==> config.mk <==
export PLATFORM = sky130hd
export DESIGN_NAME = wdt_top
export DESIGN_NICKNAME = d
export VERILOG_FILES = /design/src/pkg/wdt_pkg.sv /design/src/rtl/wdt_counter.sv /design/src/rtl/wdt_top.sv
export SDC_FILE = /design/constraint.sdc
export NUM_CORES = 1
export LEC_CHECK = 0
export CAP_MARGIN = 20
export CORE_ASPECT_RATIO = 1.2
export CORE_UTILIZATION = 35
export DETAILED_ROUTE_END_ITERATION = 6
export DONT_BUFFER_PORTS = 1
export PLACE_DENSITY = 0.48
export RECOVER_POWER = 25
export SYNTH_ARGS = -nofsm -noshare
export SYNTH_HDL_FRONTEND = slang
export SYNTH_HIERARCHICAL = 1
export SYNTH_SLANG_ARGS = --single-unit
==> constraint.sdc <==
create_clock -name clk -period 4.05 [get_ports clk]
set_input_delay 0.6075 -clock clk [delete_from_list [all_inputs] [get_ports clk]]
set_output_delay 0.6075 -clock clk [all_outputs]
set_load 0.005 [all_outputs]
==> src/pkg/wdt_pkg.sv <==
// watchdog and reset-cause package: offsets, fields, reset values, counts
package wdt_pkg;
  // ----------------------------------------------------------------------
  // register offsets (byte addresses on the bus)
  // ----------------------------------------------------------------------
  localparam logic [7:0] ADDR_STATUS  = 8'h00;
  localparam logic [7:0] ADDR_CONTROL = 8'h04;

  // ----------------------------------------------------------------------
  // reset_cause_status fields
  // ----------------------------------------------------------------------
  localparam int unsigned STS_POR = 0;
  localparam int unsigned STS_PIN = 1;
  localparam int unsigned STS_BOD = 2;
  localparam int unsigned STS_WDR = 3;
  localparam logic [3:0]  STS_RESET = 4'h1;

  // ----------------------------------------------------------------------
  // watchdog_control fields
  // ----------------------------------------------------------------------
  localparam int unsigned CTL_PRE_LO = 0;
  localparam int unsigned CTL_WDE    = 3;
  localparam int unsigned CTL_CE     = 4;
  localparam int unsigned CTL_PRE_HI = 5;
  localparam int unsigned CTL_IE     = 6;
  localparam int unsigned CTL_IF     = 7;
  localparam logic [3:0]  PRESC_RESET = 4'h0;
  localparam logic [3:0]  PRESC_MAX   = 4'h9;

  // ----------------------------------------------------------------------
  // timing
  // ----------------------------------------------------------------------
  localparam logic [2:0]  CE_HOLD_CYCLES = 3'h4;
  localparam int unsigned BASE_TIMEOUT   = 2048;
  localparam int unsigned WDT_OSC_HZ     = 128000;
  localparam int unsigned CLK_HZ         = 25000000;
  // osc ticks must be far apart for the edge detector to see each one
  localparam int unsigned CLKS_PER_TICK  = CLK_HZ / WDT_OSC_HZ;

  // ----------------------------------------------------------------------
  // operating modes
  // ----------------------------------------------------------------------
  typedef enum logic [3:0] {
    MODE_STOP = 4'b0001,
    MODE_IRQ  = 4'b0010,
    MODE_RST  = 4'b0100,
    MODE_BOTH = 4'b1000
  } mode_t;
endpackage

==> src/rtl/wdt_counter.sv <==
// watchdog time-out counter clocked by oscillator tick enables
`timescale 1ns/10ps
module wdt_counter #(
  parameter int unsigned CNT_W = 20
) (
  // clock and reset
  input  wire logic       clk,
  input  wire logic       arst_n,
  // control
  input  wire logic       tick,
  input  wire logic       clr,
  input  wire logic [3:0] sel,
  // event
  output logic            timeout
);
  // ----------------------------------------------------------------------
  // period decode
  // ----------------------------------------------------------------------
  // reserved codes run at the longest period rather than something odd
  function automatic logic [CNT_W:0] limit_of(input logic [3:0] s);
    logic [3:0] c;
    c = (s > wdt_pkg::PRESC_MAX) ? wdt_pkg::PRESC_MAX : s;
    limit_of = (CNT_W+1)'(wdt_pkg::BASE_TIMEOUT) << c;
  endfunction

  logic [CNT_W-1:0] cnt_q;
  logic [CNT_W-1:0] cnt_d;
  logic             hit;

  assign hit     = tick && ({1'b0, cnt_q} == limit_of(sel) - 1'b1);
  assign timeout = hit && !clr;

  // next count: restart clears, time-out wraps back to zero
  always_comb begin
    cnt_d = cnt_q;
    if (clr || hit) begin
      cnt_d = '0;
    end else if (tick) begin
      cnt_d = cnt_q + 1'b1;
    end
  end

  always_ff @(posedge clk or negedge arst_n) begin
    if (!arst_n) begin
      cnt_q <= '0;
    end else begin
      cnt_q <= cnt_d;
    end
  end
endmodule // wdt_counter

==> src/rtl/wdt_top.sv <==
// watchdog timer with change protection and reset-cause flags
// What the document requires
// change-enable self-clears four system clocks after being set.
// clearing reset-enable or changing prescaler needs change-enable set.
// reset-enable reads one while the watchdog-reset flag is set.
// watchdog-reset flag set by watchdog reset, cleared by power-on or zero write.
// brown-out flag set by brown-out reset, cleared by power-on or zero write.
// pin flag set by pin reset, cleared by power-on or zero write.
// power-on flag set at power-on, cleared only by writing zero.
// status bits 7 to 4 always read zero.
// interrupt flag set on time-out in interrupt modes, cleared by vector or one.
// interrupt request needs flag, interrupt enable and global enable.
// reset and interrupt enables pick mode; fuse forces reset mode.
// combined mode: first time-out flags; vector clears enable and flag.
// combined mode: time-out with flag still pending issues system reset.
// software re-arms interrupt enable after each interrupt, not in handler.
// prescaler code picks 2048 doubling to 1048576 oscillator cycles.
// control layout: flag, enable, pre3, change, reset, pre2..0; zero reset.
// software restarts the counter before changing the prescaler.
// watchdog stays enabled across its own reset.
// init software clears watchdog-reset flag then reset-enable.
// software reads reset causes then clears them early.
// timed sequence: set change and reset enable, then one write within four.
// counter counts cycles of the separate watchdog oscillator.
// fuse locks reset-enable at one and interrupt enable at zero.
// reset-mode time-out gives one system clock reset pulse.
// restart instruction clears the counter to zero.
//
// The register addresses and register access over APB were decided locally.
`timescale 1ns/10ps
module wdt_top #(
  parameter int unsigned CNT_W = 20
) (
  // clock and reset
  input  wire logic        clk,
  input  wire logic        arst_n,
  // apb slave
  input  wire logic        psel,
  input  wire logic        penable,
  input  wire logic        pwrite,
  input  wire logic [7:0]  paddr,
  input  wire logic [31:0] pwdata,
  output logic [31:0]      prdata,
  output logic             pready,
  output logic             pslverr,
  // cpu side
  input  wire logic        restart,
  input  wire logic        cpu_status_global_irq,
  input  wire logic        irq_vector_ack,
  output logic             irq_req,
  // asynchronous inputs: oscillator, detectors, fuse
  input  wire logic        wdt_osc,
  input  wire logic        brownout_event,
  input  wire logic        pin_event,
  input  wire logic        always_on_fuse,
  // reset request to the system
  output logic             wdt_sys_reset
);
  // ----------------------------------------------------------------------
  // input synchronisers
  // ----------------------------------------------------------------------
  logic [3:0] sync1_q;
  logic [3:0] sync2_q;
  logic       osc_old_q;
  logic       osc_rise;
  logic       bod_s;
  logic       pin_s;
  logic       fuse_s;

  // two flops per pin; the edge detector looks only at the second stage
  always_ff @(posedge clk or negedge arst_n) begin
    if (!arst_n) begin
      sync1_q   <= 4'h0;
      sync2_q   <= 4'h0;
      osc_old_q <= 1'b0;
    end else begin
      sync1_q   <= {always_on_fuse, pin_event, brownout_event, wdt_osc};
      sync2_q   <= sync1_q;
      osc_old_q <= sync2_q[0];
    end
  end

  assign osc_rise = sync2_q[0] && !osc_old_q;
  assign bod_s    = sync2_q[1];
  assign pin_s    = sync2_q[2];
  assign fuse_s   = sync2_q[3];

  // ----------------------------------------------------------------------
  // register state
  // ----------------------------------------------------------------------
  logic [3:0]  sts_q;
  logic [3:0]  sts_d;
  logic        irqf_q;
  logic        irqf_d;
  logic        ie_q;
  logic        ie_d;
  logic        ce_q;
  logic        ce_d;
  logic [2:0]  ce_cnt_q;
  logic [2:0]  ce_cnt_d;
  logic        wde_q;
  logic        wde_d;
  logic [3:0]  presc_q;
  logic [3:0]  presc_d;
  logic        rst_q;
  logic        rst_d;
  logic [31:0] rd_q;
  logic [31:0] rd_d;

  logic        wr_en;
  logic        wr_ctl;
  logic        wr_sts;
  logic        mapped;
  logic [7:0]  w;
  logic        sys_any;
  logic        timeout;
  logic        cnt_clr;
  logic [7:0]  ctl_view;
  wdt_pkg::mode_t mode;

  // bus decode
  assign mapped  = (paddr == wdt_pkg::ADDR_STATUS) || (paddr == wdt_pkg::ADDR_CONTROL);
  assign wr_en   = psel && penable && pwrite;
  assign wr_ctl  = wr_en && (paddr == wdt_pkg::ADDR_CONTROL);
  assign wr_sts  = wr_en && (paddr == wdt_pkg::ADDR_STATUS);
  assign w       = pwdata[7:0];
  assign pready  = 1'b1;
  assign pslverr = psel && penable && !mapped;
  assign prdata  = rd_q;

  // any system reset source puts the control register back to defaults, except reset-enable while the watchdog-reset flag or fuse is set
  assign sys_any = rst_q || bod_s || pin_s;

  // ----------------------------------------------------------------------
  // mode decode
  // ----------------------------------------------------------------------
  always_comb begin
    if (fuse_s) begin
      mode = wdt_pkg::MODE_RST;
    end else begin
      case ({wde_q, ie_q})
        2'b00:   mode = wdt_pkg::MODE_STOP;
        2'b01:   mode = wdt_pkg::MODE_IRQ;
        2'b10:   mode = wdt_pkg::MODE_RST;
        default: mode = wdt_pkg::MODE_BOTH;
      endcase
    end
  end

  assign cnt_clr = restart || sys_any || (mode == wdt_pkg::MODE_STOP);

  wdt_counter #(
    .CNT_W (CNT_W)
  ) u_counter (
    .clk     (clk),
    .arst_n  (arst_n),
    .tick    (osc_rise),
    .clr     (cnt_clr),
    .sel     (presc_q),
    .timeout (timeout)
  );

  // ----------------------------------------------------------------------
  // reset-cause flags
  // ----------------------------------------------------------------------
  // zero writes clear; a reset event in the same cycle wins
  always_comb begin
    sts_d = sts_q;
    if (wr_sts) begin
      sts_d = sts_q & w[3:0];
    end
    if (rst_q) begin
      sts_d[wdt_pkg::STS_WDR] = 1'b1;
    end
    if (bod_s) begin
      sts_d[wdt_pkg::STS_BOD] = 1'b1;
    end
    if (pin_s) begin
      sts_d[wdt_pkg::STS_PIN] = 1'b1;
    end
  end

  // power-on is the block reset: it sets the power-on flag, clears the rest
  always_ff @(posedge clk or negedge arst_n) begin
    if (!arst_n) begin
      sts_q <= wdt_pkg::STS_RESET;
    end else begin
      sts_q <= sts_d;
    end
  end

  // ----------------------------------------------------------------------
  // control register, timed change window and time-out actions
  // ----------------------------------------------------------------------
  always_comb begin
    irqf_d   = irqf_q;
    ie_d     = ie_q;
    ce_d     = ce_q;
    ce_cnt_d = ce_cnt_q;
    wde_d    = wde_q;
    presc_d  = presc_q;
    rst_d    = 1'b0;
    // window closes by itself; rewrites inside it do not extend it
    if (ce_q) begin
      ce_cnt_d = ce_cnt_q + 3'h1;
      if (ce_cnt_q == wdt_pkg::CE_HOLD_CYCLES - 3'h1) begin
        ce_d = 1'b0;
      end
    end
    if (wr_ctl) begin
      ie_d = w[wdt_pkg::CTL_IE];
      if (w[wdt_pkg::CTL_IF]) begin
        irqf_d = 1'b0;
      end
      if (ce_q) begin
        wde_d   = w[wdt_pkg::CTL_WDE];
        presc_d = {w[wdt_pkg::CTL_PRE_HI], w[wdt_pkg::CTL_PRE_LO +: 3]};
      end else begin
        // without the window the enable can only be raised
        wde_d = wde_q || w[wdt_pkg::CTL_WDE];
        if (w[wdt_pkg::CTL_CE] && w[wdt_pkg::CTL_WDE]) begin
          ce_d     = 1'b1;
          ce_cnt_d = 3'h0;
        end
      end
    end
    if (irq_vector_ack && irqf_q) begin
      irqf_d = 1'b0;
      if (mode == wdt_pkg::MODE_BOTH) begin
        ie_d = 1'b0;
      end
    end
    if (timeout) begin
      case (mode)
        wdt_pkg::MODE_IRQ: irqf_d = 1'b1;
        wdt_pkg::MODE_RST: rst_d = 1'b1;
        wdt_pkg::MODE_BOTH: begin
          if (irqf_q) begin
            rst_d = 1'b1;
          end else begin
            irqf_d = 1'b1;
          end
        end
        default: rst_d = 1'b0;
      endcase
    end
    if (sys_any) begin
      irqf_d   = 1'b0;
      ie_d     = 1'b0;
      ce_d     = 1'b0;
      ce_cnt_d = 3'h0;
      wde_d    = 1'b0;
      presc_d  = wdt_pkg::PRESC_RESET;
    end
    // a pending watchdog-reset flag keeps the watchdog armed through reset
    if (sts_d[wdt_pkg::STS_WDR]) begin
      wde_d = 1'b1;
    end
    if (fuse_s) begin
      wde_d = 1'b1;
      ie_d  = 1'b0;
    end
  end

  // reset-enable starts at zero; its power-on value is otherwise undefined
  always_ff @(posedge clk or negedge arst_n) begin
    if (!arst_n) begin
      irqf_q   <= 1'b0;
      ie_q     <= 1'b0;
      ce_q     <= 1'b0;
      ce_cnt_q <= 3'h0;
      wde_q    <= 1'b0;
      presc_q  <= wdt_pkg::PRESC_RESET;
      rst_q    <= 1'b0;
    end else begin
      irqf_q   <= irqf_d;
      ie_q     <= ie_d;
      ce_q     <= ce_d;
      ce_cnt_q <= ce_cnt_d;
      wde_q    <= wde_d;
      presc_q  <= presc_d;
      rst_q    <= rst_d;
    end
  end

  assign wdt_sys_reset = rst_q; // see R24 (see R18 for its effect on control)
  assign irq_req = irqf_q && ie_q && cpu_status_global_irq;

  // ----------------------------------------------------------------------
  // read path
  // ----------------------------------------------------------------------
  assign ctl_view = {irqf_q, ie_q, presc_q[3], ce_q, wde_q, presc_q[2:0]};

  // data is captured in the setup cycle so it is stable for the access
  always_comb begin
    rd_d = rd_q;
    if (psel && !penable) begin
      case (paddr)
        wdt_pkg::ADDR_STATUS:  rd_d = {28'h0000000, sts_q};
        wdt_pkg::ADDR_CONTROL: rd_d = {24'h000000, ctl_view};
        default:               rd_d = 32'h00000000;
      endcase
    end
  end

  always_ff @(posedge clk or negedge arst_n) begin
    if (!arst_n) begin
      rd_q <= 32'h00000000;
    end else begin
      rd_q <= rd_d;
    end
  end
endmodule // wdt_top

==> metrics.txt, run 1 <==
post-synthesis cell count=305; first-pass GRT wire length=11.1 mm; Worst EP required=4.31 ns; max-slew violation count=53; Syn Area/Cell=9.95 um^2; Synth Warn #=6; vias in the first global route=2203; fillcell total=857; Mapped Area=0.00304 mm^2; Max VDD drop=0.154 mV; Pre-antenna DRT Iters=5; vias=2157; RSZ-0062 raised after global routing=false; worst min path class=in -> async; CP max-delay cell=or4_4; DRC=0; final worst path period need=3.22 ns; most frequent cells in the layout=dfrtp_1 (52), conb_1 (25), nand2_1 (23); WL per Instance=16.0 um; die area=0.00905 mm^2; Post-Layout Inst Area=0.00312 mm^2; grt met2 use=0.263; Seq cells post-synth=53; Setup crit end kind=register; Top delay family on crit path=simple AND/OR/NAND/NOR gates; CP bufs+invs=0; clock group share of total power=0.358; clk_skew=0.00537 ns; DP HPWL=4.74 mm; crit-path max cell delay=0.60 ns; core box area=0.00824 mm^2; Post-CTS Resized=0; routability cong.=0.770; worst r2r dst=irqf_q; number of clock sinks=53; Worst Setup Path Type=reg -> reg; power density over the cells=287 mW/mm^2; combinational power share=0.041; Leak=1.23 nW; synthesis-to-finish area growth=2.76%; final net count=356; CTS Buffer Depth=2; Setup Viol. Count Final=0; Sw Share=0.238; max cap viols=1; commonest non-fill, non-tap cell in the layout=dfrtp_1; crit path cell chain=or4_4 > ha_1 > xor2_1 > xnor2_1 > nand2_1 > or4_1 > nor3b_2 > nand2_1 > a2111oi_2 > or2_1; Die Y=104 um; ant diodes=0; worst r2r path cells=10; cell-internal power=0.000682 W; Top Ports=88; Arr. time, crit path=3.48 ns; CTS tree=done; fin cells=415; post-synthesis cell type count=62; vias per cell=5.20; Main synth FF type=dfrtp_1; flop-to-flop setup slack=0.83 ns; chip width=87.0 um; Net Switching=0.000214 W; layout cell share with drive strength beyond 1=0.0930; most used cell, CP=nand2_1; CP Launch Type=register; FMAX=311 MHz; final wirelength=6.65 mm; Num CTS Buffers=5; CTS Root Cell=clkbuf_8; FFs w/ async S/R, synth=1.00; Placed Instance Area=0.00302 mm^2; Seq/Total Area, Yosys=0.437; initial core utilization=0.368; Worst-Skew Late Latency=0.31 ns; Rel. slew slack=-0.889; GRT overflow=0; crit path max fanout=15; Routed Antenna Nets=0; clock slew at reported path FFs=0.10 ns; GR met3 Demand/Resource=0.0302; FP Rows=36; Post-synth EDFFs=0; initial antenna violation count=0; worst-margin pin slew=2.83 ns; Reg power frac=0.601; Most Used Layer, Global Route=met2; Overall Global Routing Usage=0.156; setup total negative slack=0 ns; IO Port Bufs=0; H-tree Lvls=2; fin util=0.378; final hold vios=0; Iter 0 DRT Violations=104; largest net degree at the start of global routing=53; Final period util=0.795; run status=finished, violations left; routing usage on met1=0.201; failing checks=capacitance limit, slew limit; Post-Place Cells=406; Crit Reg-Reg Startpoint=presc_q[3]
layout make-up:
class / instances / area, um^2 / share of cell area
clock inverter: 2 / 13.8 / 0.00441
multi-input combinational: 226 / 1490 / 0.477
inverter: 10 / 37.5 / 0.0120
tap: 114 / 143 / 0.0457
clock buffer: 6 / 82.6 / 0.0265
timing repair buffer: 4 / 26.3 / 0.00842
sequential: 53 / 1330 / 0.426
what timing repair did:
item,in CTS,in global routing
hold buffers,1,0
setup buffers,0,0
endpoints found under the hold margin,52,0
cells in the mapped netlist, types with 3 or more instances:
cell,instances,area share
or3_1,4,0.0082
nand2_1,23,0.028
clkbuf_1,3,0.0037
dfrtp_1,52,0.43
a21oi_1,11,0.018
xnor2_1,11,0.032
ha_1,4,0.016
xor2_1,10,0.029
nor3_1,6,0.0099
nor2_1,19,0.023
inv_1,9,0.011
nand3_1,11,0.018
or2_1,3,0.0062
buf_4,26,0.064
a31oi_1,4,0.0082
and3_1,6,0.012
mux2i_1,8,0.026
buf_2,7,0.012
o21ai_1,3,0.0049
nand4_1,9,0.019
a32o_1,4,0.013
a211oi_1,15,0.037
o21ai_0,7,0.012
power by group through the flow:
| stage | registers (W) | clock network [W] | logic, W |
|---|---|---|---|
| 4_1_cts | 0.000539 | 0.000337 | 0.0000408 |
| 2_1_floorplan | 0.000548 | 0 | 0.0000424 |
| 6_report | 0.000538 | 0.000320 | 0.0000371 |
| 5_1_grt | 0.000540 | 0.000352 | 0.0000434 |
| 3_3_place_gp | 0.000549 | 0 | 0.0000267 |
| 3_5_place_dp | 0.000549 | 0 | 0.0000268 |
per-stage QoR:
step / power [W] / setup WS (ns) / hold slack (ns)
global route: 0.000935 / 0.552 / 0.109
finish: 0.000896 / 0.830 / 0.128
detailed placement: 0.000576 / 0.851 / 0.315
global placement: 0.000576 / 0.838 / 0.315
CTS: 0.000916 / 0.824 / 0.117
floorplan: 0.000590 / 1.22 / 0.312
worst register-to-register path: stages, from the launching register on:
cell       delay (ns)
dfrtp_1          0.55
or4_4            0.61
ha_1             0.31
xor2_1           0.18
xnor2_1          0.24
nand2_1          0.08
or4_1            0.54
nor3b_2          0.23
nand2_1          0.09
a2111oi_2        0.19
or2_1            0.14
flip-flops by register name (all words and copies together), names as in the netlist, 3 cells and up:
name	flops
ce_cnt_q	3
prdata	8
presc_q	4
sts_q	4
sync1_q	4
sync2_q	4
u_counter/cnt_q	20
kinds of logic after synthesis:
logic type / synth area share
flip-flops: 0.437
adder cells (fa/ha/maj): 0.0165
multiplexers: 0.0301
XOR/XNOR: 0.0606
buffers and inverters: 0.101
AND/OR/NAND/NOR: 0.206
AO/OA/AOI/OAI: 0.147
other: 0.00247
how the worst max path moves through the flow:
stage | startpoint | endpoint | slack [ns] | depth (start not counted)
after floorplan | presc_q[3] | irqf_q | 1.22 | 10
final | presc_q[3] | irqf_q | 0.83 | 10
after CTS | presc_q[3] | irqf_q | 0.82 | 10
after global placement | presc_q[3] | irqf_q | 0.84 | 10
after global routing | arst_n | u_counter/cnt_q[9] | 0.55 | 1
after detailed placement | presc_q[3] | irqf_q | 0.85 | 10
routing by layer:
layer / vias to the layer above / part of all wire
li1: 1044 / -
met1: 1066 / 0.44
met2: 40 / 0.51
met3: 7 / 0.035
met4: 0 / 0.015
met5: - / 0
Power figures use the tool's default switching activity.
==> run 2, diff against run 1 <==
ABC_AREA = 1   (was unset)
clock period = 3.2 ns   (was 4.05 ns; I/O delays follow)
==> metrics.txt, run 2 <==
GRT overflow=0 (unchanged); worst r2r dst=u_counter/cnt_q[11]; number of clock sinks=53 (unchanged); Die Y=107 um (+2.4%); chip width=89.1 um (+2.4%); Post-CTS Resized=0 (unchanged); max cap viols=0 (-1); worst r2r path cells=11 (+1); power density over the cells=355 mW/mm^2 (+24%); IO Port Bufs=0 (unchanged); RSZ-0062 raised after global routing=false; Worst-Skew Late Latency=0.31 ns (about the same); post-synth top area share=0.408 (-0.0202); flop-to-flop setup slack=0.99 ns (+0.16 ns); post-synthesis cell type count=38 (-39%); H-tree Lvls=2 (unchanged); Overall Global Routing Usage=0.149 (-0.00680); core box area=0.00870 mm^2 (+5.6%); leading post-synthesis cells by cell area=dfrtp_1 (41%), nand2_1 (8.7%), inv_1 (6.5%); Routed Antenna Nets=0 (unchanged); GR met3 Demand/Resource=0.0280 (-0.00221); routing usage on met1=0.199 (-0.00229); Arr. time, crit path=2.39 ns (-1.09 ns); clock slew at reported path FFs=0.11 ns (about the same); worst min path class=in -> async; register with the most flip-flops=u_counter/cnt_q; CTS Buffer Depth=2 (unchanged); worst-margin pin slew=0.551 ns (-2.28 ns); final net count=460 (+29%); vias=2364 (+9.6%); Placed Instance Area=0.00319 mm^2 (+5.5%); CTS tree=done; Main synth FF type=dfrtp_1; Num CTS Buffers=5 (unchanged); Final period util=0.690 (-0.105); FFs w/ async S/R, synth=1.00 (unchanged); ant diodes=0 (unchanged); crit path max fanout=15 (unchanged); Largest register FFs=20 (unchanged); Leak=1.50 nW (+22%); final hold vios=0 (unchanged); final worst path period need=2.21 ns (-1.01 ns); Mapped Area=0.00319 mm^2 (+4.9%); routability cong.=0.772 (+0.25%); setup total negative slack=0 ns (unchanged); run status=finished, final reports clean; most common cell in the netlist=nand2_1; Most Used Layer, Global Route=met2; Top Ports=88 (unchanged); clk_skew=0.0117 ns (+0.00630 ns); DRC=0 (unchanged); Synth Warn #=6 (unchanged); vias in the first global route=2262 (+2.7%); FMAX=453 MHz (+46%); FP Rows=37 (+2.8%); max-slew violation count=0 (-100%); Rel. slew slack=0.631 (+1.52); Setup crit end kind=register; Seq cells post-synth=53 (unchanged); Seq/Total Area, Yosys=0.417 (-0.0206); leading area contributor after synthesis=dfrtp_1; Setup Viol. Count Final=0 (unchanged); Worst EP required=3.38 ns (-0.93 ns); Post-synth EDFFs=0 (unchanged); Syn Area/Cell=7.90 um^2 (-21%); initial core utilization=0.366 (-0.00223); post-synthesis cell count=403 (+32%); Crit Reg-Reg Startpoint=presc_q[3]; CP Launch Type=register; Worst Setup Path Type=reg -> reg; Synth top cells by count=nand2_1 (74), inv_1 (55), dfrtp_1 (52); Max VDD drop=0.222 mV (+44%); grt met2 use=0.245 (-0.0184); initial antenna violation count=0 (unchanged); DP HPWL=4.76 mm (+0.46%); largest net degree at the start of global routing=54 (+1.9%); layout cell share with drive strength beyond 1=0.128 (+0.0354); Iter 0 DRT Violations=81 (-22%); first-pass GRT wire length=10.9 mm (-2.2%); commonest non-fill, non-tap cell in the layout=nand2_1; WL per Instance=12.2 um (-24%); die area=0.00949 mm^2 (+4.8%); Post-Layout Inst Area=0.00331 mm^2 (+6.2%); most frequent cells in the layout=nand2_1 (74), inv_1 (55), dfrtp_1 (52); final wirelength=6.39 mm (-3.9%); vias per cell=4.53 (-13%); Pre-antenna DRT Iters=4 (-1); synthesis-to-finish area growth=3.97%; CTS Root Cell=clkbuf_8
run 2: final cells by class:
class / instances / area, um^2
clock inverter: 2 / 16.3
multi-input combinational: 283 / 1480
timing repair buffer: 1 / 27.5
fill: 942 / 5390
inverter: 60 / 230
tap: 117 / 146
clock buffer: 6 / 82.6
sequential: 53 / 1330
run 2: power breakdown:
group,internal (W),switching [W]
clock,0.000179,0.000239
combinational,0.0000172,0.0000510
sequential,0.000682,0.00000791
run 2: how the worst max path moves through the flow:
stage	startpoint	to	slack [ns]	cells past startpoint
final	presc_q[3]	u_counter/cnt_q[11]	0.99	11
after global routing	presc_q[3]	wdt_sys_reset	0.75	11
after CTS	presc_q[3]	u_counter/cnt_q[11]	0.96	11
after detailed placement	presc_q[3]	u_counter/cnt_q[11]	0.98	11
after global placement	presc_q[3]	u_counter/cnt_q[11]	0.99	11
after floorplan	presc_q[3]	u_counter/cnt_q[16]	1.24	12
run 2: worst max-delay path: stages, from the launching register on:
cell and delay (ns):
dfrtp_1 0.46, inv_2 0.17, nand4_1 0.16, ha_1 0.33, xor2_1 0.15, nand3_1 0.09, nor2_1 0.10, nand3_1 0.08
nor2_2 0.13, nand2_4 0.11, nand2_4 0.23, nor3_1 0.08
run 2: repair_timing:
action,4_1_cts,5_1_grt
hold buffers,1,0
endpoints found under the setup margin,0,0
setup buffers,0,0
endpoints found under the hold margin,53,0
run 2: per-stage QoR:
stage	total power [W]	worst slack (ns)	util	hold slack, ns	std cells
3_3_place_gp	0.000756	0.987	0.366	0.187	513
6_report	0.00118	0.991	0.381	0.0210	522
3_5_place_dp	0.000756	0.981	0.366	0.187	513
2_1_floorplan	0.000770	1.24	-	0.184	426
4_1_cts	0.00119	0.957	0.381	0.0230	522
5_1_grt	0.00123	0.751	0.381	0.0241	522
run 2: per-layer routing:
layer / vias up / part of all wire
met2: 39 / 0.48
met5: - / 0
met3: 6 / 0.031
li1: 1232 / -
met4: 0 / 0.010
met1: 1087 / 0.48
run 2: logic make-up after synthesis:
kind of cell | after synthesis | share of synthesized area
AO/OA/AOI/OAI | 36 | 0.0687
XOR/XNOR | 7 | 0.0192
adder cells (fa/ha/maj) | 4 | 0.0157
buffers and inverters | 90 | 0.145
flip-flops | 53 | 0.417
multiplexers | 1 | 0.00314
other | 2 | 0.00236
AND/OR/NAND/NOR | 210 | 0.329
